==> config.mk <==
export PLATFORM = sky130hd
export DESIGN_NAME = ldo_option_cmd
export DESIGN_NICKNAME = d
export VERILOG_FILES = /design/src/design/ldo_pkg.sv /design/src/design/ldo_option_cmd.sv
export SDC_FILE = /design/constraint.sdc
export NUM_CORES = 1
export LEC_CHECK = 0
export BUFFER_PORTS_ARGS = -buffer_cell sky130_fd_sc_hd__buf_2
export CAP_MARGIN = 15
export CORE_MARGIN = 2
export CORE_UTILIZATION = 45
export CTS_BUF_LIST = sky130_fd_sc_hd__clkbuf_8 sky130_fd_sc_hd__clkbuf_16
export CTS_CLUSTER_DIAMETER = 60
export DETAILED_ROUTE_END_ITERATION = 12
export GPL_ROUTABILITY_DRIVEN = 0
export MAX_ROUTING_LAYER = met4
export REMOVE_ABC_BUFFERS = 1
export SLEW_MARGIN = 25
export SYNTH_ARGS = -nofsm -noshare
export SYNTH_HDL_FRONTEND = slang
export SYNTH_SLANG_ARGS = --single-unit
==> constraint.sdc <==
create_clock -name clock_in -period 5.1 [get_ports clock_in]
set_input_delay 0.765 -clock clock_in [delete_from_list [all_inputs] [get_ports clock_in]]
set_output_delay 0.765 -clock clock_in [all_outputs]
set_load 0.05 [all_outputs]
==> src/design/ldo_pkg.sv <==
// constants and types for the lcd option command block
`default_nettype none
package ldo_pkg;
   // bus side
   localparam logic [6:0] DEV_ADDR      = 7'h3d;
   localparam logic       READ_BIT      = 1'b1;
   localparam logic [3:0] BYTE_BITS     = 4'h8;
   localparam logic [1:0] IDX_ADDR      = 2'h0;
   localparam logic [1:0] IDX_CMD       = 2'h1;
   localparam logic [1:0] IDX_SETTING   = 2'h2;
   localparam logic [1:0] IDX_EXTRA     = 2'h3;

   // command codes
   localparam logic [7:0] CMD_FRAME     = 8'h86;
   localparam logic [7:0] CMD_BLINK     = 8'h88;
   localparam logic [7:0] CMD_IVA       = 8'h8a;

   // field layout
   localparam int         FRAME_BIT     = 0;
   localparam int         BLINK_W       = 2;
   localparam int         PIN_SEL_BIT   = 5;
   localparam int         ADJ_EN_BIT    = 4;
   localparam int         TRIM_W        = 4;
   localparam logic [3:0] TRIM_OFF      = 4'h0;

   // blink rate encodings
   localparam logic [1:0] BLINK_OFF     = 2'h0;
   localparam logic [1:0] BLINK_2HZ     = 2'h1;
   localparam logic [1:0] BLINK_1HZ     = 2'h2;
   localparam logic [1:0] BLINK_HALF_HZ = 2'h3;

   // values after reset
   localparam logic       FRAME_RST     = 1'b0;
   localparam logic [7:0] BLINK_RST     = 8'h00;
   localparam logic [7:0] IVA_RST       = 8'h30;

   // timing
   localparam int         CLOCK_HZ          = 20_000_000;
   localparam int         FRAME_SLOW_HZ     = 80;
   localparam int         FRAME_FAST_HZ     = 160;
   localparam int         BLINK_STEP_MS     = 250;
   localparam int         FRAME_SLOW_CYCLES = CLOCK_HZ / FRAME_SLOW_HZ;
   localparam int         FRAME_FAST_CYCLES = CLOCK_HZ / FRAME_FAST_HZ;
   localparam int         BLINK_STEP_CYCLES =
                             (CLOCK_HZ / 1000) * BLINK_STEP_MS;
   localparam int         CNT_W             = 24;

   typedef enum logic [1:0] {
      ST_IDLE,
      ST_RX,
      ST_ACK,
      ST_SKIP
   } ldo_bus_state_type;
endpackage : ldo_pkg
`default_nettype wire

==> src/design/ldo_option_cmd.sv <==
// serial command decoder and option settings for the lcd controller
`default_nettype none

module ldo_option_cmd #(
   parameter int FRAME_SLOW_CYCLES_P = ldo_pkg::FRAME_SLOW_CYCLES,
   parameter int FRAME_FAST_CYCLES_P = ldo_pkg::FRAME_FAST_CYCLES,
   parameter int BLINK_STEP_CYCLES_P = ldo_pkg::BLINK_STEP_CYCLES
) (
   input  wire logic                        clock_in,
   input  wire logic                        resetn_in,
   input  wire logic                        scl_in,
   input  wire logic                        sda_in,
   input  wire logic                        display_on_in,
   output logic                             sda_out,
   output logic                             sda_oe_out,
   output logic                             frame_rate_sel_out,
   output logic [ldo_pkg::BLINK_W-1:0]      blink_rate_sel_out,
   output logic                             shared_pin_select_out,
   output logic                             voltage_adjust_enable_out,
   output logic [ldo_pkg::TRIM_W-1:0]       voltage_trim_code_out,
   output logic                             bias_follower_amp_out,
   output logic                             frame_tick_out,
   output logic                             display_blank_out
);
   import ldo_pkg::*;

   localparam logic [CNT_W-1:0] SLOW_LAST = CNT_W'(FRAME_SLOW_CYCLES_P - 1);
   localparam logic [CNT_W-1:0] FAST_LAST = CNT_W'(FRAME_FAST_CYCLES_P - 1);
   localparam logic [CNT_W-1:0] STEP_LAST = CNT_W'(BLINK_STEP_CYCLES_P - 1);

   // follower is off for a zero trim, and for segment pin with adjust off
   function automatic logic amp_on(input logic [7:0] internal_voltage_adjust);
      amp_on = (internal_voltage_adjust[TRIM_W-1:0] != TRIM_OFF) &&
               !(internal_voltage_adjust[PIN_SEL_BIT] && !internal_voltage_adjust[ADJ_EN_BIT]);
   endfunction : amp_on

   // blank half of each blink period; phase counts quarter seconds
   function automatic logic blink_dark(input logic [1:0] sel,
                                       input logic [2:0] phase);
      unique case (sel)
         BLINK_OFF:     blink_dark = 1'b0;
         BLINK_2HZ:     blink_dark = phase[0];
         BLINK_1HZ:     blink_dark = phase[1];
         BLINK_HALF_HZ: blink_dark = phase[2];
      endcase
   endfunction : blink_dark

   // pin synchronisers; stage one feeds stage two only
   logic [2:0] scl_sync_ff;
   logic [2:0] sda_sync_ff;
   logic [2:0] nxt_scl_sync;
   logic [2:0] nxt_sda_sync;

   always_comb begin
      nxt_scl_sync = {scl_sync_ff[1:0], scl_in};
      nxt_sda_sync = {sda_sync_ff[1:0], sda_in};
   end

   always_ff @(posedge clock_in or negedge resetn_in) begin
      if (!resetn_in) begin
         scl_sync_ff <= 3'h7;
         sda_sync_ff <= 3'h7;
      end else begin
         scl_sync_ff <= nxt_scl_sync;
         sda_sync_ff <= nxt_sda_sync;
      end
   end

   logic scl_q;
   logic scl_d;
   logic sda_q;
   logic sda_d;
   logic scl_rise;
   logic scl_fall;
   logic start_det;
   logic stop_det;

   always_comb begin
      scl_q     = scl_sync_ff[1];
      scl_d     = scl_sync_ff[2];
      sda_q     = sda_sync_ff[1];
      sda_d     = sda_sync_ff[2];
      scl_rise  = scl_q && !scl_d;
      scl_fall  = !scl_q && scl_d;
      start_det = scl_q && scl_d && sda_d && !sda_q;
      stop_det  = scl_q && scl_d && !sda_d && sda_q;
   end

   // bus receiver
   ldo_bus_state_type state_ff;
   ldo_bus_state_type nxt_state;
   logic [3:0]        bit_cnt_ff;
   logic [3:0]        nxt_bit_cnt;
   logic [7:0]        shift_ff;
   logic [7:0]        nxt_shift;
   logic [1:0]        byte_idx_ff;
   logic [1:0]        nxt_byte_idx;
   logic [7:0]        cmd_ff;
   logic [7:0]        nxt_cmd;
   logic [7:0]        setting_ff;
   logic [7:0]        nxt_setting;
   logic              have_ff;
   logic              nxt_have;
   logic              ack_ff;
   logic              nxt_ack;

   always_comb begin
      nxt_state    = state_ff;
      nxt_bit_cnt  = bit_cnt_ff;
      nxt_shift    = shift_ff;
      nxt_byte_idx = byte_idx_ff;
      nxt_cmd      = cmd_ff;
      nxt_setting  = setting_ff;
      nxt_have     = have_ff;
      nxt_ack      = ack_ff;
      if (start_det) begin
         // a repeated start drops any half-written setting
         nxt_state    = ST_RX;
         nxt_bit_cnt  = 4'h0;
         nxt_byte_idx = IDX_ADDR;
         nxt_have     = 1'b0;
         nxt_ack      = 1'b0;
      end else if (stop_det) begin
         nxt_state = ST_IDLE;
         nxt_have  = 1'b0;
         nxt_ack   = 1'b0;
      end else begin
         unique case (state_ff)
            ST_IDLE, ST_SKIP: begin
            end
            ST_RX: begin
               if (scl_rise && bit_cnt_ff != BYTE_BITS) begin
                  nxt_shift   = {shift_ff[6:0], sda_q};
                  nxt_bit_cnt = bit_cnt_ff + 4'h1;
               end else if (scl_fall && bit_cnt_ff == BYTE_BITS) begin
                  if (byte_idx_ff == IDX_ADDR &&
                      shift_ff[7:1] != DEV_ADDR) begin
                     nxt_state = ST_SKIP;
                  end else begin
                     nxt_state = ST_ACK;
                     nxt_ack   = 1'b1;
                     if (byte_idx_ff == IDX_CMD) begin
                        nxt_cmd = shift_ff;
                     end
                     if (byte_idx_ff == IDX_SETTING) begin
                        nxt_setting = shift_ff;
                        nxt_have    = 1'b1;
                     end
                  end
               end
            end
            ST_ACK: begin
               if (scl_fall) begin
                  nxt_ack     = 1'b0;
                  nxt_bit_cnt = 4'h0;
                  // reads are not served: release the bus after the ack
                  if (byte_idx_ff == IDX_ADDR && shift_ff[0] == READ_BIT)
                  begin
                     nxt_state = ST_SKIP;
                  end else begin
                     nxt_state = ST_RX;
                  end
                  if (byte_idx_ff != IDX_EXTRA) begin
                     nxt_byte_idx = byte_idx_ff + 2'h1;
                  end
               end
            end
         endcase
      end
   end

   always_ff @(posedge clock_in or negedge resetn_in) begin
      if (!resetn_in) begin
         state_ff    <= ST_IDLE;
         bit_cnt_ff  <= 4'h0;
         shift_ff    <= 8'h00;
         byte_idx_ff <= IDX_ADDR;
         cmd_ff      <= 8'h00;
         setting_ff  <= 8'h00;
         have_ff     <= 1'b0;
         ack_ff      <= 1'b0;
      end else begin
         state_ff    <= nxt_state;
         bit_cnt_ff  <= nxt_bit_cnt;
         shift_ff    <= nxt_shift;
         byte_idx_ff <= nxt_byte_idx;
         cmd_ff      <= nxt_cmd;
         setting_ff  <= nxt_setting;
         have_ff     <= nxt_have;
         ack_ff      <= nxt_ack;
      end
   end

   // option settings, committed at the stop that closes the write
   logic       frame_ff;
   logic       nxt_frame;
   logic [1:0] blink_ff;
   logic [1:0] nxt_blink;
   logic [7:0] iva_ff;
   logic [7:0] nxt_iva;
   logic       amp_ff;
   logic       nxt_amp;

   always_comb begin
      nxt_frame = frame_ff;
      nxt_blink = blink_ff;
      nxt_iva   = iva_ff;
      if (stop_det && have_ff) begin
         case (cmd_ff)
            CMD_FRAME: nxt_frame = setting_ff[FRAME_BIT];
            CMD_BLINK: nxt_blink = setting_ff[BLINK_W-1:0];
            CMD_IVA:   nxt_iva   = {2'h0, setting_ff[5:0]};
            default: begin
            end
         endcase
      end
      nxt_amp = amp_on(nxt_iva);
   end

   always_ff @(posedge clock_in or negedge resetn_in) begin
      if (!resetn_in) begin
         frame_ff <= FRAME_RST;
         blink_ff <= BLINK_RST[BLINK_W-1:0];
         iva_ff   <= IVA_RST;
         amp_ff   <= 1'b0;
      end else begin
         frame_ff <= nxt_frame;
         blink_ff <= nxt_blink;
         iva_ff   <= nxt_iva;
         amp_ff   <= nxt_amp;
      end
   end

   // frame and blink dividers
   logic [CNT_W-1:0] frame_cnt_ff;
   logic [CNT_W-1:0] nxt_frame_cnt;
   logic             tick_ff;
   logic             nxt_tick;
   logic [CNT_W-1:0] step_cnt_ff;
   logic [CNT_W-1:0] nxt_step_cnt;
   logic [2:0]       phase_ff;
   logic [2:0]       nxt_phase;
   logic             blank_ff;
   logic             nxt_blank;
   logic [CNT_W-1:0] frame_last;

   always_comb begin
      frame_last    = frame_ff ? FAST_LAST : SLOW_LAST;
      nxt_frame_cnt = frame_cnt_ff + 1'b1;
      nxt_tick      = 1'b0;
      // >= so a switch to the fast rate never overruns the count
      if (frame_cnt_ff >= frame_last) begin
         nxt_frame_cnt = '0;
         nxt_tick      = 1'b1;
      end
      nxt_step_cnt = step_cnt_ff + 1'b1;
      nxt_phase    = phase_ff;
      if (step_cnt_ff == STEP_LAST) begin
         nxt_step_cnt = '0;
         nxt_phase    = phase_ff + 3'h1;
      end
      nxt_blank = !display_on_in ||
                  blink_dark(blink_ff, phase_ff);
   end

   always_ff @(posedge clock_in or negedge resetn_in) begin
      if (!resetn_in) begin
         frame_cnt_ff <= '0;
         tick_ff      <= 1'b0;
         step_cnt_ff  <= '0;
         phase_ff     <= 3'h0;
         blank_ff     <= 1'b1;
      end else begin
         frame_cnt_ff <= nxt_frame_cnt;
         tick_ff      <= nxt_tick;
         step_cnt_ff  <= nxt_step_cnt;
         phase_ff     <= nxt_phase;
         blank_ff     <= nxt_blank;
      end
   end

   // open drain: only ever pulls low
   assign sda_out                   = 1'b0;
   assign sda_oe_out                = ack_ff;
   assign frame_rate_sel_out        = frame_ff;
   assign blink_rate_sel_out        = blink_ff;
   assign shared_pin_select_out     = iva_ff[PIN_SEL_BIT];
   assign voltage_adjust_enable_out = iva_ff[ADJ_EN_BIT];
   assign voltage_trim_code_out     = iva_ff[TRIM_W-1:0];
   assign bias_follower_amp_out     = amp_ff;
   assign frame_tick_out            = tick_ff;
   assign display_blank_out         = blank_ff;
endmodule : ldo_option_cmd
`default_nettype wire

==> results.ini, run 1 <==
[run_status]
status=finished, final reports clean

[detailed_routing]
routedWlPerCell_um=15.00
num_vias=3262
vias_per_cell=5.519
ant_nets=0
wl_um=8863
first_iter_violations=194
drt_first_pass_iters=4
drc_errors=0

[sta]
period_minus_slack_ns=2.346
maxSlewViolCount=0
grt_setup_unrepaired=false
hold_viol=0
skew_ns=0.01309
worst_pin_slew_ns=0.8594
fmax_ghz=0.4263
setup_viol_count_final=0
max_slew_margin_pct=42.18
timing.final.crit_share_pct=46.00
finalSetupTns_ns=0

[worst_setup_path]
worstSetupStartpointType=flip-flop
cp_slowest_stage_delay_ns=0.53
worst_ep_required_time_ns=5.35
end_kind=flip-flop
cp_top_family=compound AO/OA/AOI/OAI gates
crit_fanout=20
slowest_stage=o2111a_1
reg2reg_slack_ns=2.75
critPathBufInv=1
crit_type=flip-flop to flip-flop
path_cells=inv_1, ha_1, a211oi_1, o211ai_1, o2111a_1, or2_2
cp_data_arrival_time_ns=2.60

[power_and_ir_drop]
power.leakage_nw=2.340
power_frac_comb_pct=16.9
power_density_nw_per_um2=321.7
intPower_w=0.001182
peakVddDrop_mv=0.2744
switching_share_pct=30.28
power_switching_w=0.0005133
clkPwrFrac_pct=28.2
p_seq_share_pct=54.9

[clock_network]
cts_max_level=3
post-cts-setup-buffers=0
cts_max_path_buffers=2
cts_made_buffers=9
root_buffer=clkbuf_8
cts-resized-gates=0
postCtsHoldBufs=0
cts_tree=built
path_clk_slew_ns=0.10
clock_sinks=101
clock_latency_ns=0.37

[die]
num_rows=37
dieArea_um2=11640
dieWidth_um=107.9
dieHeight_um=107.9
boundaryPins=19
start_util_pct=46.62
fp.coreArea_um2=10420

[yosys]
synth_top_family_by_area=simple AND/OR/NAND/NOR gates
synth.avg_cell_area_um2=11.35
synth_edf_count=0
synth_adder_area_share_pct=4.638
netlist_area_um2=4856
synth_seq_cells=101
ys_warn_count=0
synth_cell_types=57
netlist_instances=428
synth_xor_xnor_area_share_pct=5.746
async_reset_ff_share_pct=100.0
synthMuxAreaShare_pct=8.529
synth-seq-area-share_pct=52.28
yosys.area_share.simple_pct=19.92
synth_compound_area_share_pct=6.261
synthFlopType=dfrtp_1

[grt]
grt_max_degree=58
grt_busiest_layer=met2
grt_pass1_wl_um=15430
overflow=0
grtUsageMet2_pct=26.50
grt_use_total_pct=17.25
antenna_found_initial=0
grt_use_met1_pct=22.59
grt_use_met3_pct=3.814
grt_pass1_vias=3227

[flow_run]
maxCapViolCount=0

[worst_hold_path]
hold_class=flip-flop to flip-flop

[final_layout]
finalInstanceArea_um2=5269
drive_gt1_share_pct=19.34
insertedDiodeCount=0
syn2layout_area_growth_pct=8.503
fin_nets=473

[place]
portBuffers=17
hpwl_um=6169
dpl-instance-area_um2=5087

==> Yosys cell counts (3+ instances only) <==
cell       n  share of area (%)
ha_1      18                4.6
xor2_1    14                2.5
nand2b_1   3               0.39
inv_1     19                1.5
o31ai_1    4               0.62
and3_1     6               0.77
nor2_1    14                1.1
or4_1      6               0.93
clkbuf_1   8               0.62
dfrtp_1   92                 47
a21oi_1    9               0.93
nand4b_1   7                1.3
nor4_1     7               0.90
nand4_1   17                2.2
buf_2      3               0.31
nor3_1    28                2.9
or3_1      3               0.39
dfstp_2    9                4.9
o21ai_0    7               0.72
a211oi_1   7                1.1
nand2_1   28                2.2
and4b_1    4               0.82
mux2_2    35                8.1
nand3_1   21                2.2
xnor2_1   16                2.9
and2_1     3               0.39
==> cell families after synthesis <==
| family | count (synthesis) |
|---|---|
| AND/OR/NAND/NOR | 166 |
| flip-flops | 101 |
| AO/OA/AOI/OAI | 43 |
| multiplexers | 37 |
| XOR/XNOR | 31 |
| buffers and inverters | 31 |
| adder cells (fa/ha/maj) | 18 |
| other | 1 |
==> worst reg2reg max path, stage by stage (launching register included) <==
cell and delay (ns):
dfrtp_1 0.50, inv_1 0.13, ha_1 0.23, a211oi_1 0.30
o211ai_1 0.15, o2111a_1 0.53, or2_2 0.40
==> final cells by class <==
cell class | instances | area [um^2]
clock buffers | 9 | 123.9
clock inverters | 7 | 57.56
fillers | 952 | 5147
inverters | 19 | 71.32
multi-input cells | 301 | 2212
flip-flops and latches | 101 | 2539
well taps | 136 | 170.2
repair buffers | 18 | 95.09
==> power by group through the flow <==
stage	combinational (W)	clock (W)	sequential (W)
finish	0.000286	0.000478	0.000931
global route	0.000329	0.000533	0.000943
CTS	0.000288	0.000506	0.000932
detailed placement	0.000286	0	0.000947
global placement	0.000280	0	0.000945
floorplan	0.000209	0	0.000940
==> placed cells by master (no fill, tap or decap), drive strengths merged, types with 7 or more instances in the layout <==
master,n
a211oi,7
a21oi,9
and3,7
buf,18
clkbuf,9
dfrtp,92
dfstp,9
ha,18
inv,24
mux2,35
nand2,28
nand3,22
nand4,17
nand4b,7
nor2,14
nor3,28
nor4,8
o21ai,7
or4,7
xnor2,17
xor2,14
==> worst paths after layout <==
path	start	end	cells after the start
worst max-delay path	frame_rate_sel_out	frame_tick_out	6
worst min-delay path	sda_sync_ff[0]	sda_sync_ff[1]	0
worst max register to register	frame_rate_sel_out	frame_tick_out	6
worst min register to register	sda_sync_ff[0]	sda_sync_ff[1]	0
max in group asynchronous	resetn_in	frame_rate_sel_out	2
min in group asynchronous	resetn_in	frame_cnt_ff[18]	1
==> metal layers <==
metal  wire [um]  vias to the layer above
met3         272                       11
met5           0                        -
met2        4158                       48
met4         149                        0
li1            -                     1603
met1        4283                     1600
==> metrics by stage <==
stage | hold slack, ns | std cells | power [W] | util, % | worst slack, ns
floorplan | 0.3452 | 421 | 0.001149 | - | 2.733
global placement | 0.3479 | 575 | 0.001225 | 48.84 | 2.854
detailed placement | 0.3479 | 575 | 0.001234 | 48.84 | 2.753
CTS | 0.3634 | 591 | 0.001725 | 50.58 | 2.735
global route | 0.3668 | 591 | 0.001805 | 50.58 | 2.621
finish | 0.3613 | 591 | 0.001695 | 50.58 | 2.754
==> registers in the layout, summed over array words and instances, names as in the netlist <==
register and cells:
frame_cnt_ff 24, step_cnt_ff 24, cmd_ff 8, shift_ff 8
iva_ff 6, setting_ff 6, bit_cnt_ff 4, phase_ff 3
scl_sync_ff 3, sda_sync_ff 3, blink_rate_sel_out 2, byte_idx_ff 2
state_ff 2, bias_follower_amp_out 1, display_blank_out 1, frame_rate_sel_out 1
frame_tick_out 1, have_ff 1, sda_oe_out 1
Power figures use the tool's default switching activity.
==> run 2: changes to the inputs <==
clock period = 2.1 ns   (was 5.1 ns; I/O delays follow)
==> results.ini, run 2 (synthesis results as in run 1) <==
[worst_hold_path]
hold_depth=1
min_to=scl_sync_ff[0]
hold_class=input pin to flip-flop
hp-start=scl_in

[grt]
grt_pass1_vias=3379
grt_use_total_pct=18.02
overflow=0
antenna_found_initial=0
grt_pass1_wl_um=16000
grt_max_degree=53

[flow_run]
maxCapViolCount=0

[worst_setup_path]
slowest_stage=dfstp_2
cpMostUsedCell=and4b_1
cp_data_arrival_time_ns=2.20
r2r_start=scl_sync_ff[1]
crit_type=flip-flop to flip-flop
path_cells=and4b_1, and4b_1, and4b_1, mux2_2
reg2reg_slack_ns=0.16
reg2regPathDepth=4
worstSetupStartpointType=flip-flop
crit_fanout=8
cp_slowest_stage_delay_ns=0.59
critPathLaunch=scl_sync_ff[1]
worst_ep_required_time_ns=2.36
end_kind=flip-flop
r2r-end=iva_ff[3]

[run_status]
status=finished, final reports clean

[sta]
timing.final.crit_share_pct=92.44
setup_viol_count_final=0
finalSetupTns_ns=0
skew_ns=0.009009
grt_setup_unrepaired=false
fmax_ghz=0.5151
maxSlewViolCount=0
period_minus_slack_ns=1.941
fin_ws_ns=0.1587
hold_viol=0

[detailed_routing]
wl_um=9171
drt_first_pass_iters=4
num_vias=3347
first_iter_violations=102
ant_nets=0
routedWlPerCell_um=14.91
vias_per_cell=5.442
drc_errors=0

[clock_network]
cts_max_path_buffers=2
clock_sinks=101
cts_tree=built
path_clk_slew_ns=0.10
cts_max_level=3
clock_latency_ns=0.37
cts_made_buffers=9
root_buffer=clkbuf_8

[final_layout]
final_common_cell=dfrtp_1
final_cell_mix=92 x dfrtp_1, 35 x mux2_2, 28 x nand2_1, 22 x buf_4, 21 x nand3_1
fin_nets=497
insertedDiodeCount=0
syn2layout_area_growth_pct=14.43
drive_gt1_share_pct=26.10
seqCellArea_um2=2539
reg_top3=frame_cnt_ff: 24 flops, step_cnt_ff: 24 flops
final_core_util_pct=53.35
finalNonFillerCells=615
multi_input_area_um2=2281
fillCellCount=921

[power_and_ir_drop]
intPower_w=0.003038
switching_share_pct=28.84
peakVddDrop_mv=0.6309
fin_total_pwr_w=0.004270
power_frac_comb_pct=18.3
power.leakage_nw=2.470
p_seq_share_pct=52.8
power_density_nw_per_um2=768.5
clkPwrFrac_pct=28.9
power_switching_w=0.001232

[die]
dieHeight_um=107.9
dieWidth_um=107.9
num_rows=37
dieArea_um2=11640
start_util_pct=46.62
boundaryPins=19
fp.coreArea_um2=10420

[place]
place_inst=597
post-place-ws_ns=0.03580
portBuffers=17
hpwl_um=6620

-- run 2: critical path, delay by kind of cell, from the launching register on --
family           cells  cell delay [ns]
flip-flops           1             0.59
multiplexers         1             0.38
AND/OR/NAND/NOR      3             0.86
-- run 2: power by group through the flow --
| stage | combinational, W | sequential, W | clock (W) |
|---|---|---|---|
| floorplan | 0.000506 | 0.00228 | 0 |
| global placement | 0.000772 | 0.00229 | 0 |
| detailed placement | 0.000785 | 0.00230 | 0 |
| CTS | 0.000793 | 0.00226 | 0.00129 |
| global route | 0.000884 | 0.00229 | 0.00135 |
| finish | 0.000783 | 0.00226 | 0.00123 |
-- run 2: worst max path at each step --
stage | to | slack, ns | cells past startpoint
finish | iva_ff[3] | 0.16 | 4
global placement | frame_cnt_ff[1] | 0.12 | 6
global route | frame_cnt_ff[17] | 0.03 | 4
CTS | frame_cnt_ff[1] | 0.01 | 7
floorplan | frame_tick_out | -0.27 | 6
detailed placement | frame_cnt_ff[1] | 0.04 | 7
-- run 2: metrics by stage --
stage	hold WS, ns	instance area [um^2]
5_1_grt	0.008980	5557
4_1_cts	0.01190	5478
3_5_place_dp	0.2666	5265
2_1_floorplan	0.01941	4822
6_report	0.03525	5557
3_3_place_gp	0.2670	5265
-- run 2: area by class of cell --
| cell class | count | share of cell area [%] |
|---|---|---|
| clock buffers | 9 | 2.229 |
| clock inverters | 7 | 1.329 |
| inverters | 19 | 1.283 |
| multi-input cells | 301 | 41.05 |
| flip-flops and latches | 101 | 45.69 |
| well taps | 136 | 3.062 |
| repair buffers | 42 | 5.359 |
-- run 2: routing by layer --
layer	global-route usage, %	routed length (um)	vias up
met5	-	0	-
li1	-	-	1644
met4	6.502	190	0
met3	4.298	222	13
met1	22.61	4300	1659
met2	28.62	4458	31
-- run 2: repair_timing --
| item | in CTS | in global routing |
|---|---|---|
| pin swaps | 0 | 3 |
| setup buffers | 0 | 1 |
| hold buffers | 1 | 0 |
| gates cloned | 0 | 0 |
| setup endpoints to repair | 1 | 18 |
| resized for setup | 1 | 15 |
| endpoints found under the hold margin | 26 | 0 |
